==> config.mk <==
export PLATFORM = sky130hd
export DESIGN_NAME = rmpu_unit
export DESIGN_NICKNAME = d
export VERILOG_FILES = /design/src/hdl/rmpu_pkg.sv /design/src/hdl/rmpu_region_if.sv /design/src/hdl/rmpu_region_check.sv /design/src/hdl/rmpu_unit.sv
export SDC_FILE = /design/constraint.sdc
export NUM_CORES = 2
export LEC_CHECK = 0
export BUFFER_PORTS_ARGS = -buffer_cell sky130_fd_sc_hd__buf_2
export CAP_MARGIN = 20
export CORE_MARGIN = 10
export CORE_UTILIZATION = 40
export CTS_CLUSTER_DIAMETER = 50
export DETAILED_ROUTE_END_ITERATION = 10
export PLACE_DENSITY = 0.62
export SLEW_MARGIN = 20
export SYNTH_ARGS = -nofsm -noshare
export SYNTH_HDL_FRONTEND = slang
export SYNTH_SLANG_ARGS = --single-unit
==> constraint.sdc <==
create_clock -name sys_clk -period 10.55 [get_ports sys_clk]
set_clock_uncertainty 0.05 [all_clocks]
set_input_delay 0.5275 -clock sys_clk [delete_from_list [all_inputs] [get_ports sys_clk]]
set_output_delay 0.5275 -clock sys_clk [all_outputs]
set_load 0.005 [all_outputs]
==> src/hdl/rmpu_pkg.sv <==
// constants, types and attribute decoders for the region memory protection unit
package rmpu_pkg;
    localparam int unsigned NUM_REGIONS = 8;

    // register byte addresses
    localparam logic [31:0] OFF_CAPABILITY   = 32'he000ed90;
    localparam logic [31:0] OFF_CONTROL      = 32'he000ed94;
    localparam logic [31:0] OFF_SELECT       = 32'he000ed98;
    localparam logic [31:0] OFF_BASE         = 32'he000ed9c;
    localparam logic [31:0] OFF_ATTR         = 32'he000eda0;
    localparam logic [31:0] OFF_BASE_ALIAS1  = 32'he000eda4;
    localparam logic [31:0] OFF_ATTR_ALIAS1  = 32'he000eda8;
    localparam logic [31:0] OFF_BASE_ALIAS2  = 32'he000edac;
    localparam logic [31:0] OFF_ATTR_ALIAS2  = 32'he000edb0;
    localparam logic [31:0] OFF_BASE_ALIAS3  = 32'he000edb4;
    localparam logic [31:0] OFF_ATTR_ALIAS3  = 32'he000edb8;

    // reset values
    localparam logic [31:0] RST_CAPABILITY   = 32'h00000800;
    localparam logic [31:0] RST_ZERO         = 32'h00000000;

    // field positions
    localparam int unsigned CAP_INSTR_LSB    = 16;
    localparam int unsigned CAP_DATA_LSB     = 8;
    localparam int unsigned CTRL_ENABLE_BIT  = 0;
    localparam int unsigned CTRL_HIPRI_BIT   = 1;
    localparam int unsigned CTRL_PRIVBG_BIT  = 2;
    localparam logic [31:0] CTRL_WRITE_MASK  = 32'h00000007;
    localparam int unsigned BASE_ADDR_LSB    = 5;
    localparam int unsigned BASE_VALID_BIT   = 4;
    localparam int unsigned ATTR_ENABLE_BIT  = 0;
    localparam int unsigned ATTR_SIZE_LSB    = 1;
    localparam int unsigned ATTR_SUBOFF_LSB  = 8;
    localparam int unsigned ATTR_BUFFER_BIT  = 16;
    localparam int unsigned ATTR_CACHE_BIT   = 17;
    localparam int unsigned ATTR_SHARE_BIT   = 18;
    localparam int unsigned ATTR_CLASS_LSB   = 19;
    localparam int unsigned ATTR_PERM_LSB    = 24;
    localparam int unsigned ATTR_NOEXEC_BIT  = 28;
    localparam logic [31:0] ATTR_WRITE_MASK  = 32'h173fff3f;
    localparam logic [19:0] SYSCTL_PAGE      = 20'he000e;

    typedef enum logic [1:0] {RMPU_STRONG, RMPU_DEVICE, RMPU_NORMAL} rmpu_memtype_t;
    typedef enum logic [1:0] {RMPU_NC, RMPU_WT, RMPU_WB} rmpu_cache_t;
    typedef struct packed {
        rmpu_memtype_t memType;
        logic          shared;
        rmpu_cache_t   cache;
    } rmpu_attr_t;

    function automatic rmpu_attr_t rmpu_decode_attr(logic [2:0] cls, logic c, logic b, logic s);
        rmpu_attr_t a;
        a = '{RMPU_NORMAL, s, RMPU_NC};
        case ({cls, c, b})
            5'h00:   a = '{RMPU_STRONG, 1'b1, RMPU_NC};
            5'h01:   a = '{RMPU_DEVICE, 1'b1, RMPU_NC};
            5'h08:   a = '{RMPU_DEVICE, 1'b0, RMPU_NC};
            5'h02:   a = '{RMPU_NORMAL, s, RMPU_WT};
            5'h03:   a = '{RMPU_NORMAL, s, RMPU_WB};
            5'h07:   a = '{RMPU_NORMAL, s, RMPU_WB};
            default: a = '{RMPU_NORMAL, s, RMPU_NC};
        endcase
        return a;
    endfunction

    // attributes of the unprotected map, by 512 MB segment
    function automatic rmpu_attr_t rmpu_default_attr(logic [2:0] seg);
        rmpu_attr_t a;
        case (seg)
            3'h0:    a = '{RMPU_NORMAL, 1'b0, RMPU_WT};
            3'h1:    a = '{RMPU_NORMAL, 1'b0, RMPU_WB};
            3'h2:    a = '{RMPU_DEVICE, 1'b0, RMPU_NC};
            3'h3:    a = '{RMPU_NORMAL, 1'b0, RMPU_WB};
            3'h4:    a = '{RMPU_NORMAL, 1'b0, RMPU_WT};
            3'h5:    a = '{RMPU_DEVICE, 1'b1, RMPU_NC};
            3'h6:    a = '{RMPU_DEVICE, 1'b0, RMPU_NC};
            default: a = '{RMPU_STRONG, 1'b1, RMPU_NC};
        endcase
        return a;
    endfunction

    function automatic logic [31:0] rmpu_merge(logic [31:0] old, logic [31:0] wr, logic [3:0] sel);
        logic [31:0] m;
        m = old;
        for (int i = 0; i < 4; i++) begin
            if (sel[i]) begin
                m[i*8 +: 8] = wr[i*8 +: 8];
            end
        end
        return m;
    endfunction
endpackage

==> src/hdl/rmpu_region_if.sv <==
// one region's settings and the address under test, with its match answer
`timescale 1ns/100ps
interface rmpu_region_if;
    logic [31:0] addr;
    logic [31:0] base;
    logic [31:0] attr;
    logic        hit;
    modport owner (output addr, output base, output attr, input hit);
    modport check (input addr, input base, input attr, output hit);
endinterface

==> src/hdl/rmpu_region_check.sv <==
// size-aligned address match of one region, with subregion disables
`timescale 1ns/100ps
module rmpu_region_check (
    // region settings and access address
    rmpu_region_if.check rg
);
    logic [5:0]  sizeLog;
    logic [32:0] span;
    logic [31:0] lowMask;
    logic [31:0] shifted;
    logic [2:0]  subIdx;
    logic        subOff;
    logic        inRange;

    // region covers 2^(size+1) bytes
    assign sizeLog = 6'(rg.attr[rmpu_pkg::ATTR_SIZE_LSB +: 5]) + 6'h01;
    assign span    = 33'h1 << sizeLog;
    assign lowMask = span[31:0] - 32'h1;
    assign inRange = ((rg.addr ^ rg.base) & ~lowMask) == 32'h0;
    assign shifted = rg.addr >> (sizeLog - 6'h03);
    assign subIdx  = shifted[2:0];
    // regions below 256 bytes have no subregions
    assign subOff  = (sizeLog >= 6'h08) ? rg.attr[rmpu_pkg::ATTR_SUBOFF_LSB + subIdx] : 1'b0;
    assign rg.hit  = rg.attr[rmpu_pkg::ATTR_ENABLE_BIT] & inRange & ~subOff;
endmodule

==> src/hdl/rmpu_unit.sv <==
// region memory protection unit: region registers, Wishbone slave, access check
//
// Contract
// - eight configurable regions, numbered 0 to 7, plus one background region
// - overlapping hits take attributes of the highest-numbered matching region
// - background region uses default map attributes, privileged accesses only
// - fetches and data accesses share one region map
// - prohibited access is blocked and raises a memory management fault
// - resolved memory type, shareability and cache policy exported per access
// - strongly-ordered regions always reported shared, accesses kept in order
// - device regions shared or non-shared only, no cache policy
// - normal regions shared or not, with non-cacheable, write-through or write-back
// - three aliases act exactly as the base address register
// - three aliases act exactly as the attribute and size register
// - capability register reports zero instruction regions
// - capability register reports eight data regions
// - capability bit zero reads zero: unified map
// - registers reached only by privileged accesses, all but capability reset to zero
// - unit disabled: every access uses the default map attributes
// - enabled with background bit: privileged misses and system control page accesses use default map, other misses fault
// - checking suspended at priority -1 or -2 unless high-priority bit set
// - base write with valid bit loads region select first, else uses selection
`timescale 1ns/100ps
module rmpu_unit #(
    parameter int unsigned NUM_REGIONS = rmpu_pkg::NUM_REGIONS
) (
    // clock and reset
    input  wire logic        sys_clk,
    input  wire logic        rstn,
    // wishbone register slave
    input  wire logic        wbCyc,
    input  wire logic        wbStb,
    input  wire logic        wbWe,
    input  wire logic [31:0] wbAdr,
    input  wire logic [3:0]  wbSel,
    input  wire logic [31:0] wbDatI,
    input  wire logic        busPriv,
    output logic      [31:0] wbDatO,
    output logic             wbAck,
    // access request from the core
    input  wire logic        accValid,
    input  wire logic [31:0] accAddr,
    input  wire logic        accFetch,
    input  wire logic        accWrite,
    input  wire logic        accPriv,
    input  wire logic        accEscalated,
    // checked access answer
    output logic             respValid,
    output logic             respFault,
    output logic      [1:0]  respMemType,
    output logic             respShared,
    output logic      [1:0]  respCache,
    output logic             respHit,
    output logic      [2:0]  respRegion
);
    localparam int unsigned IDX_W = $clog2(NUM_REGIONS);

    logic [2:0]       ctrl;
    logic [7:0]       regionSelect;
    logic [31:0]      baseReg [NUM_REGIONS];
    logic [31:0]      attrReg [NUM_REGIONS];
    logic [NUM_REGIONS-1:0] hit;

    logic             busReq;
    logic             wrEn;
    logic             isBase;
    logic             isAttr;
    logic [IDX_W-1:0] selIdx;
    logic             selOk;
    logic [31:0]      rdVal;
    logic [31:0]      baseWord;
    logic [31:0]      attrWord;
    logic             baseValid;
    logic [7:0]       baseTarget;

    logic             winHit;
    logic [IDX_W-1:0] winIdx;
    logic             checkOn;
    logic             inSysCtl;
    logic             permit;
    rmpu_pkg::rmpu_attr_t winAttr;
    rmpu_pkg::rmpu_attr_t defAttr;
    rmpu_pkg::rmpu_attr_t next_attr;
    logic             next_fault;
    logic             next_hit;

    // ---------------- register bus ----------------
    assign busReq = wbCyc & wbStb & ~wbAck;
    // unprivileged bus accesses are answered but neither write nor read
    assign wrEn   = busReq & wbWe & busPriv;
    assign isBase = (wbAdr == rmpu_pkg::OFF_BASE) || (wbAdr == rmpu_pkg::OFF_BASE_ALIAS1) ||
                    (wbAdr == rmpu_pkg::OFF_BASE_ALIAS2) || (wbAdr == rmpu_pkg::OFF_BASE_ALIAS3);
    assign isAttr = (wbAdr == rmpu_pkg::OFF_ATTR) || (wbAdr == rmpu_pkg::OFF_ATTR_ALIAS1) ||
                    (wbAdr == rmpu_pkg::OFF_ATTR_ALIAS2) || (wbAdr == rmpu_pkg::OFF_ATTR_ALIAS3);
    assign selIdx = regionSelect[IDX_W-1:0];
    assign selOk  = regionSelect < 8'(NUM_REGIONS);

    assign baseValid  = wbSel[0] & wbDatI[rmpu_pkg::BASE_VALID_BIT];
    // the valid bit retargets the write before the base is stored
    assign baseTarget = baseValid ? {4'h0, wbDatI[3:0]} : regionSelect;
    assign baseWord   = rmpu_pkg::rmpu_merge(baseReg[baseTarget[IDX_W-1:0]], wbDatI, wbSel)
                        & ~32'((64'h1 << rmpu_pkg::BASE_ADDR_LSB) - 64'h1);
    assign attrWord   = rmpu_pkg::rmpu_merge(attrReg[selIdx], wbDatI, wbSel) & rmpu_pkg::ATTR_WRITE_MASK;

    always_comb begin
        rdVal = rmpu_pkg::RST_ZERO;
        if (isBase) begin
            if (selOk) begin
                rdVal = baseReg[selIdx];
            end
            // valid reads zero, region field mirrors the selection
            rdVal[3:0] = regionSelect[3:0];
        end else if (isAttr) begin
            if (selOk) begin
                rdVal = attrReg[selIdx];
            end
        end else begin
            case (wbAdr)
                rmpu_pkg::OFF_CAPABILITY: rdVal = rmpu_pkg::RST_CAPABILITY;
                rmpu_pkg::OFF_CONTROL:    rdVal = {29'h0, ctrl};
                rmpu_pkg::OFF_SELECT:     rdVal = {24'h0, regionSelect};
                default:                  rdVal = rmpu_pkg::RST_ZERO;
            endcase
        end
    end

    always_ff @(posedge sys_clk or negedge rstn) begin
        if (!rstn) begin
            wbAck <= 1'b0;
        end else begin
            wbAck <= busReq;
        end
    end

    always_ff @(posedge sys_clk or negedge rstn) begin
        if (!rstn) begin
            wbDatO <= rmpu_pkg::RST_ZERO;
        end else if (busReq && !wbWe) begin
            wbDatO <= busPriv ? rdVal : rmpu_pkg::RST_ZERO;
        end
    end

    always_ff @(posedge sys_clk or negedge rstn) begin
        if (!rstn) begin
            ctrl <= 3'h0;
        end else if (wrEn && wbAdr == rmpu_pkg::OFF_CONTROL) begin
            ctrl <= 3'(rmpu_pkg::rmpu_merge({29'h0, ctrl}, wbDatI, wbSel) & rmpu_pkg::CTRL_WRITE_MASK);
        end
    end

    always_ff @(posedge sys_clk or negedge rstn) begin
        if (!rstn) begin
            regionSelect <= 8'h00;
        end else if (wrEn && wbAdr == rmpu_pkg::OFF_SELECT) begin
            regionSelect <= 8'(rmpu_pkg::rmpu_merge({24'h0, regionSelect}, wbDatI, wbSel));
        end else if (wrEn && isBase && baseValid) begin
            regionSelect <= {4'h0, wbDatI[3:0]};
        end
    end

    // out-of-range selections are ignored rather than aliased onto a region
    always_ff @(posedge sys_clk or negedge rstn) begin
        if (!rstn) begin
            for (int i = 0; i < NUM_REGIONS; i++) begin
                baseReg[i] <= rmpu_pkg::RST_ZERO;
                attrReg[i] <= rmpu_pkg::RST_ZERO;
            end
        end else if (wrEn && isBase && baseTarget < 8'(NUM_REGIONS)) begin
            baseReg[baseTarget[IDX_W-1:0]] <= baseWord;
        end else if (wrEn && isAttr && selOk) begin
            attrReg[selIdx] <= attrWord;
        end
    end

    // ---------------- region match ----------------
    // one map serves fetch and data alike
    generate
        for (genvar g = 0; g < NUM_REGIONS; g++) begin : gRegion
            rmpu_region_if rif ();
            assign rif.addr = accAddr;
            assign rif.base = baseReg[g];
            assign rif.attr = attrReg[g];
            assign hit[g]   = rif.hit;
            rmpu_region_check uCheck (
                .rg (rif.check)
            );
        end
    endgenerate

    always_comb begin
        winHit = 1'b0;
        winIdx = '0;
        for (int i = 0; i < NUM_REGIONS; i++) begin
            if (hit[i]) begin
                winHit = 1'b1;
                winIdx = IDX_W'(i);
            end
        end
    end

    assign checkOn = ctrl[rmpu_pkg::CTRL_ENABLE_BIT] &
                     ~(accEscalated & ~ctrl[rmpu_pkg::CTRL_HIPRI_BIT]);
    assign inSysCtl = accAddr[31:12] == rmpu_pkg::SYSCTL_PAGE;
    assign defAttr = rmpu_pkg::rmpu_default_attr(accAddr[31:29]);
    assign winAttr = rmpu_pkg::rmpu_decode_attr(attrReg[winIdx][rmpu_pkg::ATTR_CLASS_LSB +: 3],
                                                attrReg[winIdx][rmpu_pkg::ATTR_CACHE_BIT],
                                                attrReg[winIdx][rmpu_pkg::ATTR_BUFFER_BIT],
                                                attrReg[winIdx][rmpu_pkg::ATTR_SHARE_BIT]);

    // access permission of the winning region
    always_comb begin
        logic [2:0] perm;
        perm = attrReg[winIdx][rmpu_pkg::ATTR_PERM_LSB +: 3];
        case (perm)
            3'h1:    permit = accPriv;
            3'h2:    permit = accPriv | ~accWrite;
            3'h3:    permit = 1'b1;
            3'h5:    permit = accPriv & ~accWrite;
            3'h6:    permit = ~accWrite;
            3'h7:    permit = ~accWrite;
            default: permit = 1'b0;
        endcase
        if (accFetch && attrReg[winIdx][rmpu_pkg::ATTR_NOEXEC_BIT]) begin
            permit = 1'b0;
        end
    end

    always_comb begin
        next_attr  = defAttr;
        next_fault = 1'b0;
        next_hit   = 1'b0;
        if (!checkOn) begin
            next_attr = defAttr;
        end else if (inSysCtl) begin
            next_attr = defAttr;
        end else if (winHit) begin
            next_attr  = winAttr;
            next_hit   = 1'b1;
            next_fault = ~permit;
        end else if (ctrl[rmpu_pkg::CTRL_PRIVBG_BIT] && accPriv) begin
            next_attr = defAttr;
        end else begin
            next_fault = 1'b1;
        end
    end

    // answer one cycle after the request; strongly-ordered stays in order by this fixed latency
    always_ff @(posedge sys_clk or negedge rstn) begin
        if (!rstn) begin
            respValid   <= 1'b0;
            respFault   <= 1'b0;
            respMemType <= 2'h0;
            respShared  <= 1'b0;
            respCache   <= 2'h0;
            respHit     <= 1'b0;
            respRegion  <= 3'h0;
        end else begin
            respValid   <= accValid;
            respFault   <= accValid & next_fault;
            respMemType <= next_attr.memType;
            respShared  <= next_attr.shared | (next_attr.memType == rmpu_pkg::RMPU_STRONG);
            respCache   <= next_attr.cache;
            respHit     <= accValid & next_hit;
            respRegion  <= 3'(winIdx);
        end
    end

    logic capRead;
    assign capRead = busReq && !wbWe && busPriv && wbAdr == rmpu_pkg::OFF_CAPABILITY;
endmodule

==> reports/qor.yml <==
status:
  status: "finished, final reports clean"
worst_setup_path:
  path_class: "flop to flop"
  cp_slowest_stage_delay_ps: 960
  cp-startpoint: "gRegion[7].rif.attr[1]"
  path_max_fanout: 41
  critPathSlowestCell: "dfrtp_2"
  crit_arrival_ps: 8710
  start_kind: "flop"
  critPathRequiredTime_ps: 11020
  crit-reg2reg-launch: "gRegion[7].rif.attr[1]"
  cp_cell_sequence: "ha_1 > ha_1 > inv_1 > a211oi_1 > o22ai_1 > nor4_2 > nand2b_1 > mux2_2 > a222oi_1 > o2111ai_1 > nor3_1 > and3b_1 > buf_4 > a21o_1 > mux2_2 > o211ai_1 > and3b_1 > o22ai_1"
  cp-end-kind: "flop"
layout:
  layout-drive-gt1-share_pct: 20.6
  area_growth_pct: 9.61
  nets: 5456
  fillers: 11400
  final_area_mm2: 0.0503
synth:
  synthArstFlopShare_pct: 100
  synthesis.nets: 5576
  synth.top_cell.area_share_pct: 25.2
  syn_avg_cell_area_um2: 8.49
  yosys.area_share.simple_pct: 17.1
  synthCells: 5403
  synth.distinct_cells: 113
  synth_edf_count: 0
  synth_seq_cells: 463
  seq_area_frac_synth_pct: 25.2
  syn-cell-area_mm2: 0.0459
  synth_xor_area_share_pct: 6.47
  synth-main-ff-cell: "dfrtp_1"
  yosysTopAreaCell: "dfrtp_1"
  synth.area.top_cells: "dfrtp_1, mux2_2, mux4_2"
  synth_top_family_by_area: "compound AO/OA/AOI/OAI gates"
  synthMuxAreaShare_pct: 21.8
  yosys.area_share.adder_pct: 1.69
  synth-compound-area-share_pct: 22.7
  ys.warnings.count: 0
placement:
  routabilityCongestion: 1.06
  dpl_cell_area_mm2: 0.0478
  port_buffers: 154
  hpwlAfterDp_mm: 175
hold_path:
  hp-start: "wbStb"
  hp-class: "input port to flop"
global_routing:
  grt-ovfl-total: 0
  grt.total_usage_pct: 36.3
  grt_max_degree: 87
  antenna_found_initial: 34
  first_global_vias: 44800
  grt_first_pass_wirelength_mm: 342
drt:
  drc_errors: 0
  antenna_left: 0
  viasPerCell: 7.06
  drt_wl_total_mm: 242
  first_pass_iters: 8
  routedWlPerCell_um: 35.3
  drtIter0Drc: 7072
  via_count: 48400
power_and_ir_drop:
  p_clk_share_pct: 51.3
  switching_share_pct: 29.8
  p_leak_nw: 20.2
  p_per_area_mw_per_mm2: 95.2
  peakVddDrop_mv: 0.121
  p_int_mw: 3.36
  switchingPower_mw: 1.43
  seqPwrFrac_pct: 37.1
  combPwrFrac_pct: 11.6
clocking:
  cts.path.max_buffers: 3
  path_clk_slew_ps: 60
  htreeDepth: 3
  clkLatencyLatePin_ps: 650
  numCtsBuffers: 71
  cts_tree: "yes"
  cts_root_buf: "clkbuf_16"
  cts_resized: 0
  clock_sinks: 463
sta:
  rsz0062_at_grt: "false"
  finalHoldViolCount: 0
  finalCritPeriodShare_pct: 78.1
  fin_crit_ps: 8240
  final_max_slew_viol_count: 0
  setup_viol: 0
  max_freq_ghz: 0.121
  tns_ps: 0
  max_slew_margin_pct: 5.36
  worst_slew_pin_slew_ps: 1410
floorplanning:
  chipWidth_um: 359
  core_area_mm2: 0.114
  io_pins: 155
  fp-row-count: 124
  die_h_um: 359
  initial_core_util_pct: 40.2
  die_area_mm2: 0.129
flow_run:
  drv_cap: 0
[state kept, by name (all words and copies together), names as in the netlist]
signal            cells
respRegion            3
respCache             2
respFault             1
wbDatO               32
wbAck                 1
ctrl                  3
regionSelect          8
respShared            1
respMemType           2
gRegion.rif.attr    192
respValid             1
gRegion.rif.base    216
respHit               1
[timing repair]
action,in CTS,in global routing
hold endpoints to repair,81,0
buffers inserted,0,0
hold buffers,2,0
[synthesized netlist by cell type (39+ instances only)]
master and n:
nand2_1 664, dfrtp_1 463, mux2_2 402, o21ai_0 354, clkbuf_1 353, a21oi_1 316
nor2_1 309, mux2i_1 197, nand3_1 171, xnor2_1 168, xor2_1 157, mux4_2 154
o22ai_1 121, nor3_1 108, inv_1 89, a211oi_1 70, buf_1 69, a31oi_1 64
ha_1 62, nand4_1 57, a22oi_1 55, o211ai_1 49, o221ai_1 49, buf_2 48
nand2b_1 43, nor2b_1 41, and3_1 39
[metrics by stage]
stage / hold WS [ps] / instances / total power [mW] / worst slack (ps) / util, %
after floorplan: 182 / 5403 / 2.04 / 4550 / -
after global placement: 407 / 6720 / 2.33 / 2620 / 41.8
after detailed placement: 416 / 6720 / 2.33 / 2560 / 41.8
after CTS: 110 / 6852 / 4.76 / 2540 / 44.0
after global routing: 121 / 6853 / 4.87 / 1900 / 44.0
final: 111 / 6862 / 4.79 / 2310 / 44.1
[worst paths after layout]
kind,slack [ps],endpoint,cells after the start
min,110,wbAck,3
max,2310,respShared,18
max in group asynchronous,7580,gRegion[7].rif.base[29],4
min reg2reg,430,gRegion[3].rif.attr[11],2
min in group asynchronous,460,gRegion[4].rif.attr[24],2
max reg2reg,2310,respShared,18
[metal layers]
metal / part of all wire (%) / vias up / wire length, um / global-route usage (%)
met5: 0.16 / - / 380 / 0
met4: 8.0 / 40 / 19500 / 23.7
met3: 14 / 923 / 33400 / 13.7
met2: 41 / 3651 / 98900 / 51.4
met1: 37 / 23700 / 90300 / 45.8
li1: - / 20100 / - / -
[layout by cell type, fill, tap and decap left out, drive strengths merged, types with 55 or more instances in the layout]
master and instances:
mux2i 198, clkbuf 81, dfrtp 463, nor3 108
mux2 404, o22ai 122, xnor2 171, a21oi 316
buf 286, o21ai 368, ha 62, a22oi 55
xor2 158, nand3 172, mux4 154, nor2 310
nand2 664, inv 110, a211oi 72, a31oi 64
nand4 57
[logic make-up (layout without fill, tap and decap cells)]
group | after synthesis | in the layout
adder cells (fa/ha/maj) | 62 | 62
XOR/XNOR | 331 | 331
flip-flops | 463 | 463
other | 0 | 10
AND/OR/NAND/NOR | 1658 | 1658
multiplexers | 756 | 756
AO/OA/AOI/OAI | 1551 | 1551
buffers and inverters | 582 | 519
[worst max-delay path: cells and delay by family, from the launching register on]
kind	cells	cell delay, ps
AOI/OAI and AO/OA	7	2490
adders and majority gates	2	1260
buffers and inverters	2	620
DFF	1	960
muxes	2	730
and+or+nand+nor	5	1970
[power groups by stage]
stage	sequential, mW	clock, mW	combinational (mW)
floorplan	1.81	0	0.226
global placement	1.81	0	0.520
detailed placement	1.81	0	0.519
CTS	1.78	2.46	0.522
global route	1.78	2.54	0.554
finish	1.78	2.46	0.556
[area by class of cell]
cell class | count | area, um2 | share of cell area [%]
flip-flops and latches | 463 | 11600 | 23.1
repair buffers | 288 | 1800 | 3.59
well taps | 1512 | 1890 | 3.76
multi-input cells | 4358 | 32200 | 63.9
clock inverters | 49 | 556 | 1.10
inverters | 101 | 379 | 0.754
diodes | 10 | 25.0 | 0.0497
clock buffers | 81 | 1890 | 3.75
Power figures use the tool's default switching activity.
